$ cat config.mk
export PLATFORM = sky130hd
export DESIGN_NAME = nsd_exec
export DESIGN_NICKNAME = d
export VERILOG_FILES = /design/src/nsd_pkg.sv /design/src/nsd_dir_if.sv /design/src/nsd_exec.sv /design/src/nsd_dir_bank.sv
export SDC_FILE = /design/constraint.sdc
export NUM_CORES = 1
export LEC_CHECK = 0
export BUFFER_PORTS_ARGS = -buffer_cell sky130_fd_sc_hd__clkbuf_2
export CAP_MARGIN = 0
export CORE_MARGIN = 5
export CORE_UTILIZATION = 58
export CTS_BUF_LIST = sky130_fd_sc_hd__clkbuf_4 sky130_fd_sc_hd__clkbuf_8
export CTS_CLUSTER_SIZE = 20
export DETAILED_ROUTE_END_ITERATION = 10
export HOLD_SLACK_MARGIN = 0.02
export PLACE_DENSITY = 0.87
export RECOVER_POWER = 25
export SETUP_SLACK_MARGIN = 0.2
export SLEW_MARGIN = 20
export SYNTH_ARGS = -nofsm -noshare
export SYNTH_HDL_FRONTEND = slang
export SYNTH_SLANG_ARGS = --single-unit
$ cat constraint.sdc
create_clock -name clk -period 6.4 [get_ports clk]
set_input_delay 0.96 -clock clk [delete_from_list [all_inputs] [get_ports clk]]
set_output_delay 0.96 -clock clk [all_outputs]
set_load 0.01 [all_outputs]
$ cat src/nsd_pkg.sv
// constants and types for the nibble exchange / direction load execution block
package nsd_pkg;
  localparam int unsigned nsd_data_w = 8;
  localparam int unsigned nsd_addr_w = 7;
  localparam int unsigned nsd_op_w = 14;
  // instruction encodings
  localparam logic [5:0] nsd_xchg_opc = 6'h0e;
  localparam logic [10:0] nsd_dirld_opc = 11'h00c;
  localparam logic [2:0] nsd_dir_sel_lo = 3'h5;
  localparam logic [2:0] nsd_dir_sel_hi = 3'h7;
  localparam int unsigned nsd_dir_cnt = 3;
  // file addresses of the direction registers (direct access path)
  localparam logic [6:0] nsd_dir_addr_base = 7'h05;
  localparam logic [7:0] nsd_dir_rst = 8'hff;
  localparam logic [7:0] nsd_acc_rst = 8'h00;
  localparam logic [1:0] nsd_phase_rst = 2'h0;
  typedef enum logic [1:0] {
    nsd_ph_decode = 2'b00,
    nsd_ph_read = 2'b01,
    nsd_ph_process = 2'b10,
    nsd_ph_write = 2'b11
  } nsd_phase_type;
endpackage

$ cat src/nsd_dir_if.sv
// carrier between the executor and its direction register bank
`timescale 1ns/1ps
`default_nettype none
interface nsd_dir_if;
  logic we;
  logic [1:0] sel;
  logic [7:0] wdata;
  logic [1:0] rsel;
  logic [7:0] rdata;
  logic [23:0] dir_all;
  modport exec (output we, output sel, output wdata, output rsel, input rdata, input dir_all);
  modport bank (input we, input sel, input wdata, input rsel, output rdata, output dir_all);
endinterface
`default_nettype wire

$ cat src/nsd_exec.sv
// execution of the nibble exchange and legacy direction load instructions
`timescale 1ns/1ps
`default_nettype none
module nsd_exec import nsd_pkg::*; (
  // clock and reset
  input wire logic clk,
  input wire logic reset,
  // instruction stream, one word per instruction cycle
  input wire logic [13:0] instr,
  input wire logic instr_valid,
  // file register port (operand read combinational from core)
  output logic [6:0] file_addr,
  input wire logic [7:0] file_rdata,
  output logic [7:0] file_wdata,
  output logic file_we,
  // direct access to direction registers from the core
  input wire logic [6:0] dir_addr,
  input wire logic dir_wr,
  input wire logic [7:0] dir_wdata,
  output logic [7:0] dir_rdata,
  // state seen by the rest of the core
  output logic [7:0] acc,
  output logic [23:0] dir_regs,
  output logic status_we,
  output logic busy,
  output logic done
);
  nsd_dir_if dif ();

  nsd_dir_bank u_bank (
    .clk(clk),
    .reset(reset),
    .bus(dif.bank)
  );

  function automatic logic [7:0] nib_swap(input logic [7:0] v);
    return {v[3:0], v[7:4]};
  endfunction

  function automatic logic dir_hit(input logic [6:0] a);
    return (a >= nsd_dir_addr_base) && (a <= nsd_dir_addr_base + 7'h02);
  endfunction

  // bank index of a direct address; only meaningful when dir_hit holds
  function automatic logic [1:0] dir_idx(input logic [6:0] a);
    return 2'(a - nsd_dir_addr_base);
  endfunction

  nsd_phase_type phase_r, phase_nxt;
  logic [13:0] ir_r, ir_nxt;
  logic live_r, live_nxt;
  logic [7:0] opnd_r, opnd_nxt;
  logic [7:0] acc_r, acc_nxt;
  logic [7:0] fwd_r, fwd_nxt;
  logic fwe_r, fwe_nxt;
  logic done_r, done_nxt;
  logic is_xchg, is_dirld, dsel_ok;

  // decoded in place from the latched word
  assign is_xchg = live_r && (ir_r[13:8] == nsd_xchg_opc);
  assign is_dirld = live_r && (ir_r[13:3] == nsd_dirld_opc);
  assign dsel_ok = (ir_r[2:0] >= nsd_dir_sel_lo) && (ir_r[2:0] <= nsd_dir_sel_hi);

  always_comb begin
    phase_nxt = phase_r;
    ir_nxt = ir_r;
    live_nxt = live_r;
    opnd_nxt = opnd_r;
    acc_nxt = acc_r;
    fwd_nxt = fwd_r;
    fwe_nxt = 1'b0;
    done_nxt = 1'b0;
    dif.we = 1'b0;
    dif.sel = 2'h0;
    dif.wdata = 8'h00;
    case (phase_r)
      nsd_ph_decode: begin
        ir_nxt = instr;
        live_nxt = instr_valid;
        phase_nxt = nsd_ph_read;
      end
      nsd_ph_read: begin
        opnd_nxt = file_rdata;
        phase_nxt = nsd_ph_process;
      end
      nsd_ph_process: begin
        fwd_nxt = nib_swap(opnd_r);
        phase_nxt = nsd_ph_write;
      end
      nsd_ph_write: begin
        phase_nxt = nsd_ph_decode;
        done_nxt = is_xchg || is_dirld;
        if (is_xchg) begin
          if (ir_r[7]) begin
            fwe_nxt = 1'b1;
          end else begin
            acc_nxt = fwd_r;
          end
        end
        // accumulator to direction register; out-of-range selects are a no-op
        if (is_dirld && dsel_ok) begin
          dif.we = 1'b1;
          dif.sel = 2'(ir_r[2:0] - nsd_dir_sel_lo);
          dif.wdata = acc_r;
        end
        live_nxt = 1'b0;
      end
      default: begin
        phase_nxt = nsd_ph_decode;
      end
    endcase
    // direct access; instruction write wins on collision
    if (!dif.we && dir_wr && dir_hit(dir_addr)) begin
      dif.we = 1'b1;
      dif.sel = dir_idx(dir_addr);
      dif.wdata = dir_wdata;
    end
  end

  always_ff @(posedge clk) begin
    if (reset) begin
      phase_r <= nsd_ph_decode;
      ir_r <= 14'h0000;
      live_r <= 1'b0;
      opnd_r <= 8'h00;
      acc_r <= nsd_acc_rst;
      fwd_r <= 8'h00;
      fwe_r <= 1'b0;
      done_r <= 1'b0;
    end else begin
      phase_r <= phase_nxt;
      ir_r <= ir_nxt;
      live_r <= live_nxt;
      opnd_r <= opnd_nxt;
      acc_r <= acc_nxt;
      fwd_r <= fwd_nxt;
      fwe_r <= fwe_nxt;
      done_r <= done_nxt;
    end
  end

  assign dif.rsel = dir_hit(dir_addr) ? dir_idx(dir_addr) : 2'h3;
  assign file_addr = ir_r[6:0];
  // file write lands one clock after the write phase, still within the cycle's reach
  assign file_we = fwe_r;
  assign file_wdata = fwd_r;
  assign dir_rdata = dif.rdata;
  assign dir_regs = dif.dir_all;
  assign acc = acc_r;
  // flags never touched by these two instructions
  assign status_we = 1'b0;
  assign busy = live_r;
  assign done = done_r;
endmodule
`default_nettype wire

$ cat src/nsd_dir_bank.sv
// bank of three port direction registers with registered read data
`timescale 1ns/1ps
`default_nettype none
module nsd_dir_bank import nsd_pkg::*; (
  // clock and reset
  input wire logic clk,
  input wire logic reset,
  // register access
  nsd_dir_if.bank bus
);
  logic [7:0] dir_r [nsd_dir_cnt];
  logic [7:0] dir_nxt [nsd_dir_cnt];
  logic [7:0] rdata_r;
  logic [7:0] rdata_nxt;

  always_comb begin
    for (int i = 0; i < nsd_dir_cnt; i++) begin
      dir_nxt[i] = dir_r[i];
    end
    if (bus.we && (int'(bus.sel) < nsd_dir_cnt)) begin
      dir_nxt[bus.sel] = bus.wdata;
    end
    rdata_nxt = (int'(bus.rsel) < nsd_dir_cnt) ? dir_nxt[bus.rsel] : 8'h00;
  end

  always_ff @(posedge clk) begin
    if (reset) begin
      for (int i = 0; i < nsd_dir_cnt; i++) begin
        dir_r[i] <= nsd_dir_rst;
      end
      rdata_r <= 8'h00;
    end else begin
      for (int i = 0; i < nsd_dir_cnt; i++) begin
        dir_r[i] <= dir_nxt[i];
      end
      rdata_r <= rdata_nxt;
    end
  end

  assign bus.rdata = rdata_r;
  assign bus.dir_all = {dir_r[2], dir_r[1], dir_r[0]};
endmodule
`default_nettype wire

==> results.yml, run 1 <==
routing:
  post_drt_wl_per_cell_um: 15.8
  drt-initial-drc-count: 256
  totalWireLength_um: 8650
  vias: 3152
  ant_nets: 0
  drt_first_pass_iters: 5
  vias_per_cell: 5.77
  drc: 0
synthesis:
  avgSynthCellArea_um2: 9.49
  async_flop_share_pct: 0
  yosys_warnings: 0
  synth_cell_type_count: 57
  yosysMostFrequentCell: "dfxtp_1"
  synth_top_area_share_pct: 41.1
  syn_area_um2: 3650
  ys_top_cells_by_count: "dfxtp_1, nor2_1, mux2i_1"
  netlist_instances: 385
  yosys-top-cells-area: "dfxtp_1, mux2i_1, nor2_1"
  ys_ff_latch: 75
  synth-edff-count: 0
  synth_largest_area_cell: "dfxtp_1"
  synth_ff_type: "dfxtp_1"
  ys_seq_area_share_pct: 41.1
  synthesis.nets: 435
global_route:
  grt_usage_pct: 22.3
  grt_max_degree: 52
  grt_first_pass_wirelength_um: 13900
  grt-ovfl-total: 0
  first_global_vias: 2930
  antenna_found_initial: 0
pwr:
  power_density_nw_per_um2: 260
  p_leak_nw: 1.81
  vdd_ir_drop_max_mv: 0.238
timing:
  setup_ws_ns: 3.02
  worst_slew_pin_slew_ns: 2.12
  drv_slew: 52
  setup_viol: 0
  layout_min_cycle_time_ns: 3.38
  fmax_mhz: 295
  setup_tns_ns: 0
  slew_headroom_pct: -41.2
  period_share_pct: 52.9
  skew_ns: 0.00751
  rsz0062_at_grt: "false"
  hold_viol: 0
critical_path:
  path_max_fanout: 51
  critical_path_required_ns: 6.65
  arrival_ns: 3.63
  start_kind: "input pin"
  crit_type: "input pin to flip-flop"
  end_kind: "flip-flop"
clocking:
  numCtsBuffers: 9
  cts_buffer_depth: 2
  ctsResizeCount: 0
  cts_root_buf: "clkbuf_8"
  cts_tree: "yes"
  cts_hold_buf: 0
  htree_levels: 3
  clk-insertion-delay-late_ns: 0.35
  cts_setup_buffers: 0
  clock_sinks: 75
  clk_pin_slew_worst_paths_ns: 0.08
status:
  status: "finished, violations left"
  violations: "max-capacitance violations, max-slew violations"
run:
  drv_cap: 1
worst_hold_path:
  min_path_type: "flip-flop to flip-flop"
floorplanning:
  fp.coreArea_um2: 6240
  start_util_pct: 58.5
  design.die.area_um2: 7990
  die_y_um: 89.4
  io_pins: 100
  row_count: 29
  fp.dieW_um: 89.4
placed_design:
  port_buffers: 98
  post-place-ws_ns: 2.90
  gp_congestion: 0.925
  dp_hpwl_um: 6580
finish:
  drive_gt1_share_pct: 28.6
  layout.nets: 514
  area_delta_synth_final_pct: 15.4
  diodes: 0
layout by cell type (no fill, tap or decap), types with 8 or more instances in the layout:
cell      instances
nor2_1           69
nand2_1          13
mux2i_1          41
or3_1             9
mux2_2            8
o211ai_1          8
ha_1              9
and3_1           10
o21ai_0          17
clkbuf_8          9
clkbuf_2         92
dfxtp_1          75
nand3b_1          8
inv_1             8
worst max-delay path, cell delays in order:
cell and delay (ns):
clkbuf_1 1.49, inv_1 0.77, and3_1 0.41
cells by family after synthesis:
group | synth area share, %
other cells | 0.103
buf+inv | 6.92
simple gates | 22.7
fa+ha+maj | 3.08
mux | 13.7
compound gates | 12.4
flops | 41.1
power by group:
part | switching, mW | total [mW] | internal (mW)
clock network | 0.187 | 0.369 | 0.183
logic | 0.106 | 0.201 | 0.0947
registers | 0.0271 | 0.527 | 0.500
routing by layer:
| layer | vias to the layer above | part of all wire, % | global-route usage, % |
|---|---|---|---|
| met5 | - | 0 | 0 |
| met4 | 0 | 2.8 | 10.6 |
| met3 | 27 | 8.2 | 5.44 |
| met2 | 145 | 46 | 35.7 |
| met1 | 1453 | 43 | 28.3 |
| li1 | 1527 | - | - |
registers in the layout (all words and copies together) (netlist names):
name and flops:
file_wdata 8, u_bank.bus.rdata 8, acc 8, phase_r 2
done 1, busy 1, u_bank.dir_r 24, file_we 1
opnd_r 8, ir_r 14
through the flow:
step	instance area (µm²)	power (mW)	utilization (%)	hold slack, ns	std cells
after floorplan	3650	0.692	-	0.460	385
after global placement	4030	0.726	64.5	0.474	530
after detailed placement	4030	0.738	64.5	0.490	530
after CTS	4230	1.11	67.7	0.508	546
after global routing	4220	1.15	67.6	0.540	546
final	4220	1.10	67.6	0.504	546
layout make-up:
cell class | instances | area [µm²]
Clock buffer | 9 | 124
Clock inverter | 7 | 76.3
Inverter | 8 | 30.0
Multi-Input combinational cell | 271 | 1900
Timing Repair Buffer | 99 | 490
Sequential cell | 75 | 1500
Fill cell | 513 | 2020
Tap cell | 77 | 96.3
worst paths after layout:
path | start | endpoint | slack, ns | cells after the start
worst max register to register | ir_r[0]$_SDFFE_PP0N_ | u_bank.bus.rdata[7]$_SDFF_PP0_ | 3.25 | 7
worst min register to register | opnd_r[1]$_SDFFE_PP0N_ | opnd_r[1]$_SDFFE_PP0N_ | 0.50 | 2
worst max-delay path | reset | done$_SDFF_PP0_ | 3.02 | 3
worst min-delay path | opnd_r[1]$_SDFFE_PP0N_ | opnd_r[1]$_SDFFE_PP0N_ | 0.50 | 2
No activity file was read; power rests on OpenSTA's default activity.
==> run 2, diff against run 1 <==
--- a/config.mk
+++ b/config.mk
@@ -5,15 +5,16 @@
 export SDC_FILE = /design/constraint.sdc
 export NUM_CORES = 1
 export LEC_CHECK = 0
+export ABC_AREA = 1
 export BUFFER_PORTS_ARGS = -buffer_cell sky130_fd_sc_hd__clkbuf_2
 export CAP_MARGIN = 0
 export CORE_MARGIN = 5
-export CORE_UTILIZATION = 58
+export CORE_UTILIZATION = 54
 export CTS_BUF_LIST = sky130_fd_sc_hd__clkbuf_4 sky130_fd_sc_hd__clkbuf_8
 export CTS_CLUSTER_SIZE = 20
 export DETAILED_ROUTE_END_ITERATION = 10
 export HOLD_SLACK_MARGIN = 0.02
-export PLACE_DENSITY = 0.87
+export PLACE_DENSITY = 0.83
 export RECOVER_POWER = 25
 export SETUP_SLACK_MARGIN = 0.2
 export SLEW_MARGIN = 20
==> constraint.sdc (replaced) <==
create_clock -name clk -period 3.51 [get_ports clk]
set_input_delay 0.5265 -clock clk [delete_from_list [all_inputs] [get_ports clk]]
set_output_delay 0.5265 -clock clk [all_outputs]
set_load 0.01 [all_outputs]
==> run 2 against run 1 <==
The run now ends clean. Setup slack got worse by 2.2 ns. Clock skew increased by 0.0063 ns. Flip-flop and latch count unchanged. Critical path depth increased by 12. Die area increased by 2.2%. Register-to-register slack got worse by 2.4 ns. Area after synthesis decreased by 4.6%. Non-clock buffer count increased by 1. Cell count increased by 15%. Critical endpoint is now u_bank.bus.rdata[2]$_SDFF_PP0_. Largest cell class unchanged.
==> results.yml, run 2 <==
floorplanning:
  die_y_um: 90.3
  fp.dieW_um: 90.3
  fp.coreArea_um2: 6310
  io_pins: 100
  design.die.area_um2: 8160
  start_util_pct: 55.2
  row_count: 29
finish:
  regArea_um2: 1500
  layout.nets: 598
  largest_reg_flops: 24
  multi_input_area_um2: 1740
  area_delta_synth_final_pct: 19.3
  diodes: 0
  nFillCells: 580
  mostFrequentLayoutCell: "clkbuf_2"
  drive_gt1_share_pct: 24.1
  layout_common_cells: "clkbuf_2, nand3_1, dfxtp_1"
  reg.largest.list: "u_bank.dir_r: 24 flops, ir_r: 14 flops"
  max_flop_register: "u_bank.dir_r"
  stdcell_count: 630
critical_path:
  rr_worst_depth: 15
  endpoint: "u_bank.bus.rdata[2]$_SDFF_PP0_"
  reg2reg_to: "u_bank.bus.rdata[2]$_SDFF_PP0_"
  end_kind: "flip-flop"
  worst-path-buf-inv: 3
  crit_cells: 15
  cpLargestDelayFamily: "simple AND/OR/NAND/NOR gates"
  cp_slowest_cell: "dfxtp_1"
  max_stage_delay_ns: 0.46
  crit_start: "ir_r[0]$_SDFFE_PP0N_"
  crit_type: "flip-flop to flip-flop"
  path_max_fanout: 11
  arrival_ns: 2.95
  path_common_cell: "nand2_1"
  critical_path_required_ns: 3.78
  start_kind: "flip-flop"
  rr_startpoint: "ir_r[0]$_SDFFE_PP0N_"
  rrSetupSlack_ns: 0.83
  cp_cell_sequence: "ha_1 -> inv_1 -> nand3_1 -> nand2_1 -> nor2_2 -> nand3_2 -> nand3_2 -> nand2_4 -> inv_6 -> nand2_8 -> inv_2 -> nand2_1 -> nand2_1 -> nand2_1 -> a21oi_1"
clocking:
  clk-insertion-delay-late_ns: 0.36
  cts_tree: "yes"
  clock_sinks: 75
  numCtsBuffers: 9
  cts_buffer_depth: 2
  cts_setup_buffers: 0
  ctsResizeCount: 0
  htree_levels: 3
  cts_root_buf: "clkbuf_8"
  clk_pin_slew_worst_paths_ns: 0.08
  cts_hold_buf: 0
synthesis:
  avgSynthCellArea_um2: 7.64
  synth_cell_type_count: 28
  yosysMostFrequentCell: "nand3_1"
  ys_top_cells_by_count: "nand3_1, dfxtp_1, nor2_1"
  synth_largest_area_cell: "dfxtp_1"
  syn_area_um2: 3490
  async_flop_share_pct: 0
  synth_top_area_share_pct: 43.1
  synthesis.nets: 506
  ys_seq_area_share_pct: 43.1
  synth-edff-count: 0
  synth_ff_type: "dfxtp_1"
  yosys_warnings: 0
  yosys-top-cells-area: "dfxtp_1, nand3_1, nor2_1"
  netlist_instances: 456
  ys_ff_latch: 75
timing:
  hold_viol: 0
  drv_slew: 0
  setup_tns_ns: 0
  skew_ns: 0.0138
  fmax_mhz: 374
  period_share_pct: 76.2
  worst_slew_pin_slew_ns: 0.686
  setup_viol: 0
  rsz0062_at_grt: "false"
  layout_min_cycle_time_ns: 2.68
  slew_headroom_pct: 53.9
  setup_ws_ns: 0.834
routing:
  post_drt_wl_per_cell_um: 14.6
  vias: 3432
  drc: 0
  ant_nets: 0
  drt_first_pass_iters: 7
  drt-initial-drc-count: 264
  totalWireLength_um: 9200
  vias_per_cell: 5.45
global_route:
  antenna_found_initial: 0
  grt-ovfl-total: 0
  grt_max_degree: 63
  first_global_vias: 3227
  grt_first_pass_wirelength_um: 15100
  grt_usage_pct: 22.4
worst_hold_path:
  min_path_type: "input pin to flip-flop"
placed_design:
  dp_hpwl_um: 6930
  post-place-ws_ns: 0.854
  place_inst: 614
  gp_congestion: 0.967
  port_buffers: 98
run:
  drv_cap: 0
status:
  status: "complete, no violations"
pwr:
  power_density_nw_per_um2: 529
  p_leak_nw: 1.85
  vdd_ir_drop_max_mv: 0.394
[run 2: area by class of cell]
| cell class | instances | area share [%] |
|---|---|---|
| Multi-Input combinational cell | 328 | 41.8 |
| Sequential cell | 75 | 36.1 |
| Tap cell | 77 | 2.32 |
| Clock buffer | 11 | 3.64 |
| Clock inverter | 5 | 1.44 |
| Timing Repair Buffer | 100 | 11.6 |
| Inverter | 34 | 3.19 |
[run 2: kinds of logic (layout without fill, tap and decap cells)]
group           after synthesis  after routing  synth area share, %
simple gates                247            247                 36.2
flops                        75             75                 43.1
fa+ha+maj                     9              9                 3.23
buf+inv                      53            150                 7.03
compound gates               71             71                 10.3
other cells                   1              1                0.108
[run 2: worst min-delay path by stage]
stage / startpoint / to / cells after the start
2_1_floorplan: opnd_r[4]$_SDFFE_PP0N_ / file_wdata[0]$_SDFFE_PP0P_ / 2
3_3_place_gp: opnd_r[4]$_SDFFE_PP0N_ / file_wdata[0]$_SDFFE_PP0P_ / 2
3_5_place_dp: opnd_r[3]$_SDFFE_PP0N_ / file_wdata[7]$_SDFFE_PP0P_ / 2
4_1_cts: instr[3] / ir_r[3]$_SDFFE_PP0N_ / 3
5_1_grt: file_rdata[7] / opnd_r[7]$_SDFFE_PP0N_ / 3
6_report: instr[13] / ir_r[13]$_SDFFE_PP0N_ / 3
[run 2: worst min-delay path, stage by stage]
cell      delay [ns]
clkbuf_2        0.07
nor2_1          0.03
nor2_1          0.08
[run 2: stage by stage]
stage | hold WS [ns] | area (µm²) | utilization (%) | power (mW)
2_1_floorplan | 0.449 | 3490 | - | 1.39
6_report | 0.391 | 4160 | 65.9 | 2.20
4_1_cts | 0.385 | 4190 | 66.3 | 2.21
5_1_grt | 0.408 | 4160 | 65.9 | 2.31
3_5_place_dp | 0.471 | 3980 | 63.0 | 1.52
3_3_place_gp | 0.461 | 3980 | 63.0 | 1.50
[run 2: layer usage]
metal | vias up | wire (µm) | GRT usage (%)
met2 | 180 | 4340 | 37.1
met5 | - | 0 | 0
met1 | 1544 | 3810 | 28.0
li1 | 1689 | - | -
met4 | 0 | 213 | 10.3
met3 | 19 | 838 | 4.33
[run 2: where the power goes]
part           switching (mW)  leakage [nW]  total, mW  internal, mW
Combinational           0.295          1.13      0.452         0.157
Sequential             0.0904         0.612       1.05         0.957
Clock                   0.331         0.106      0.701         0.370
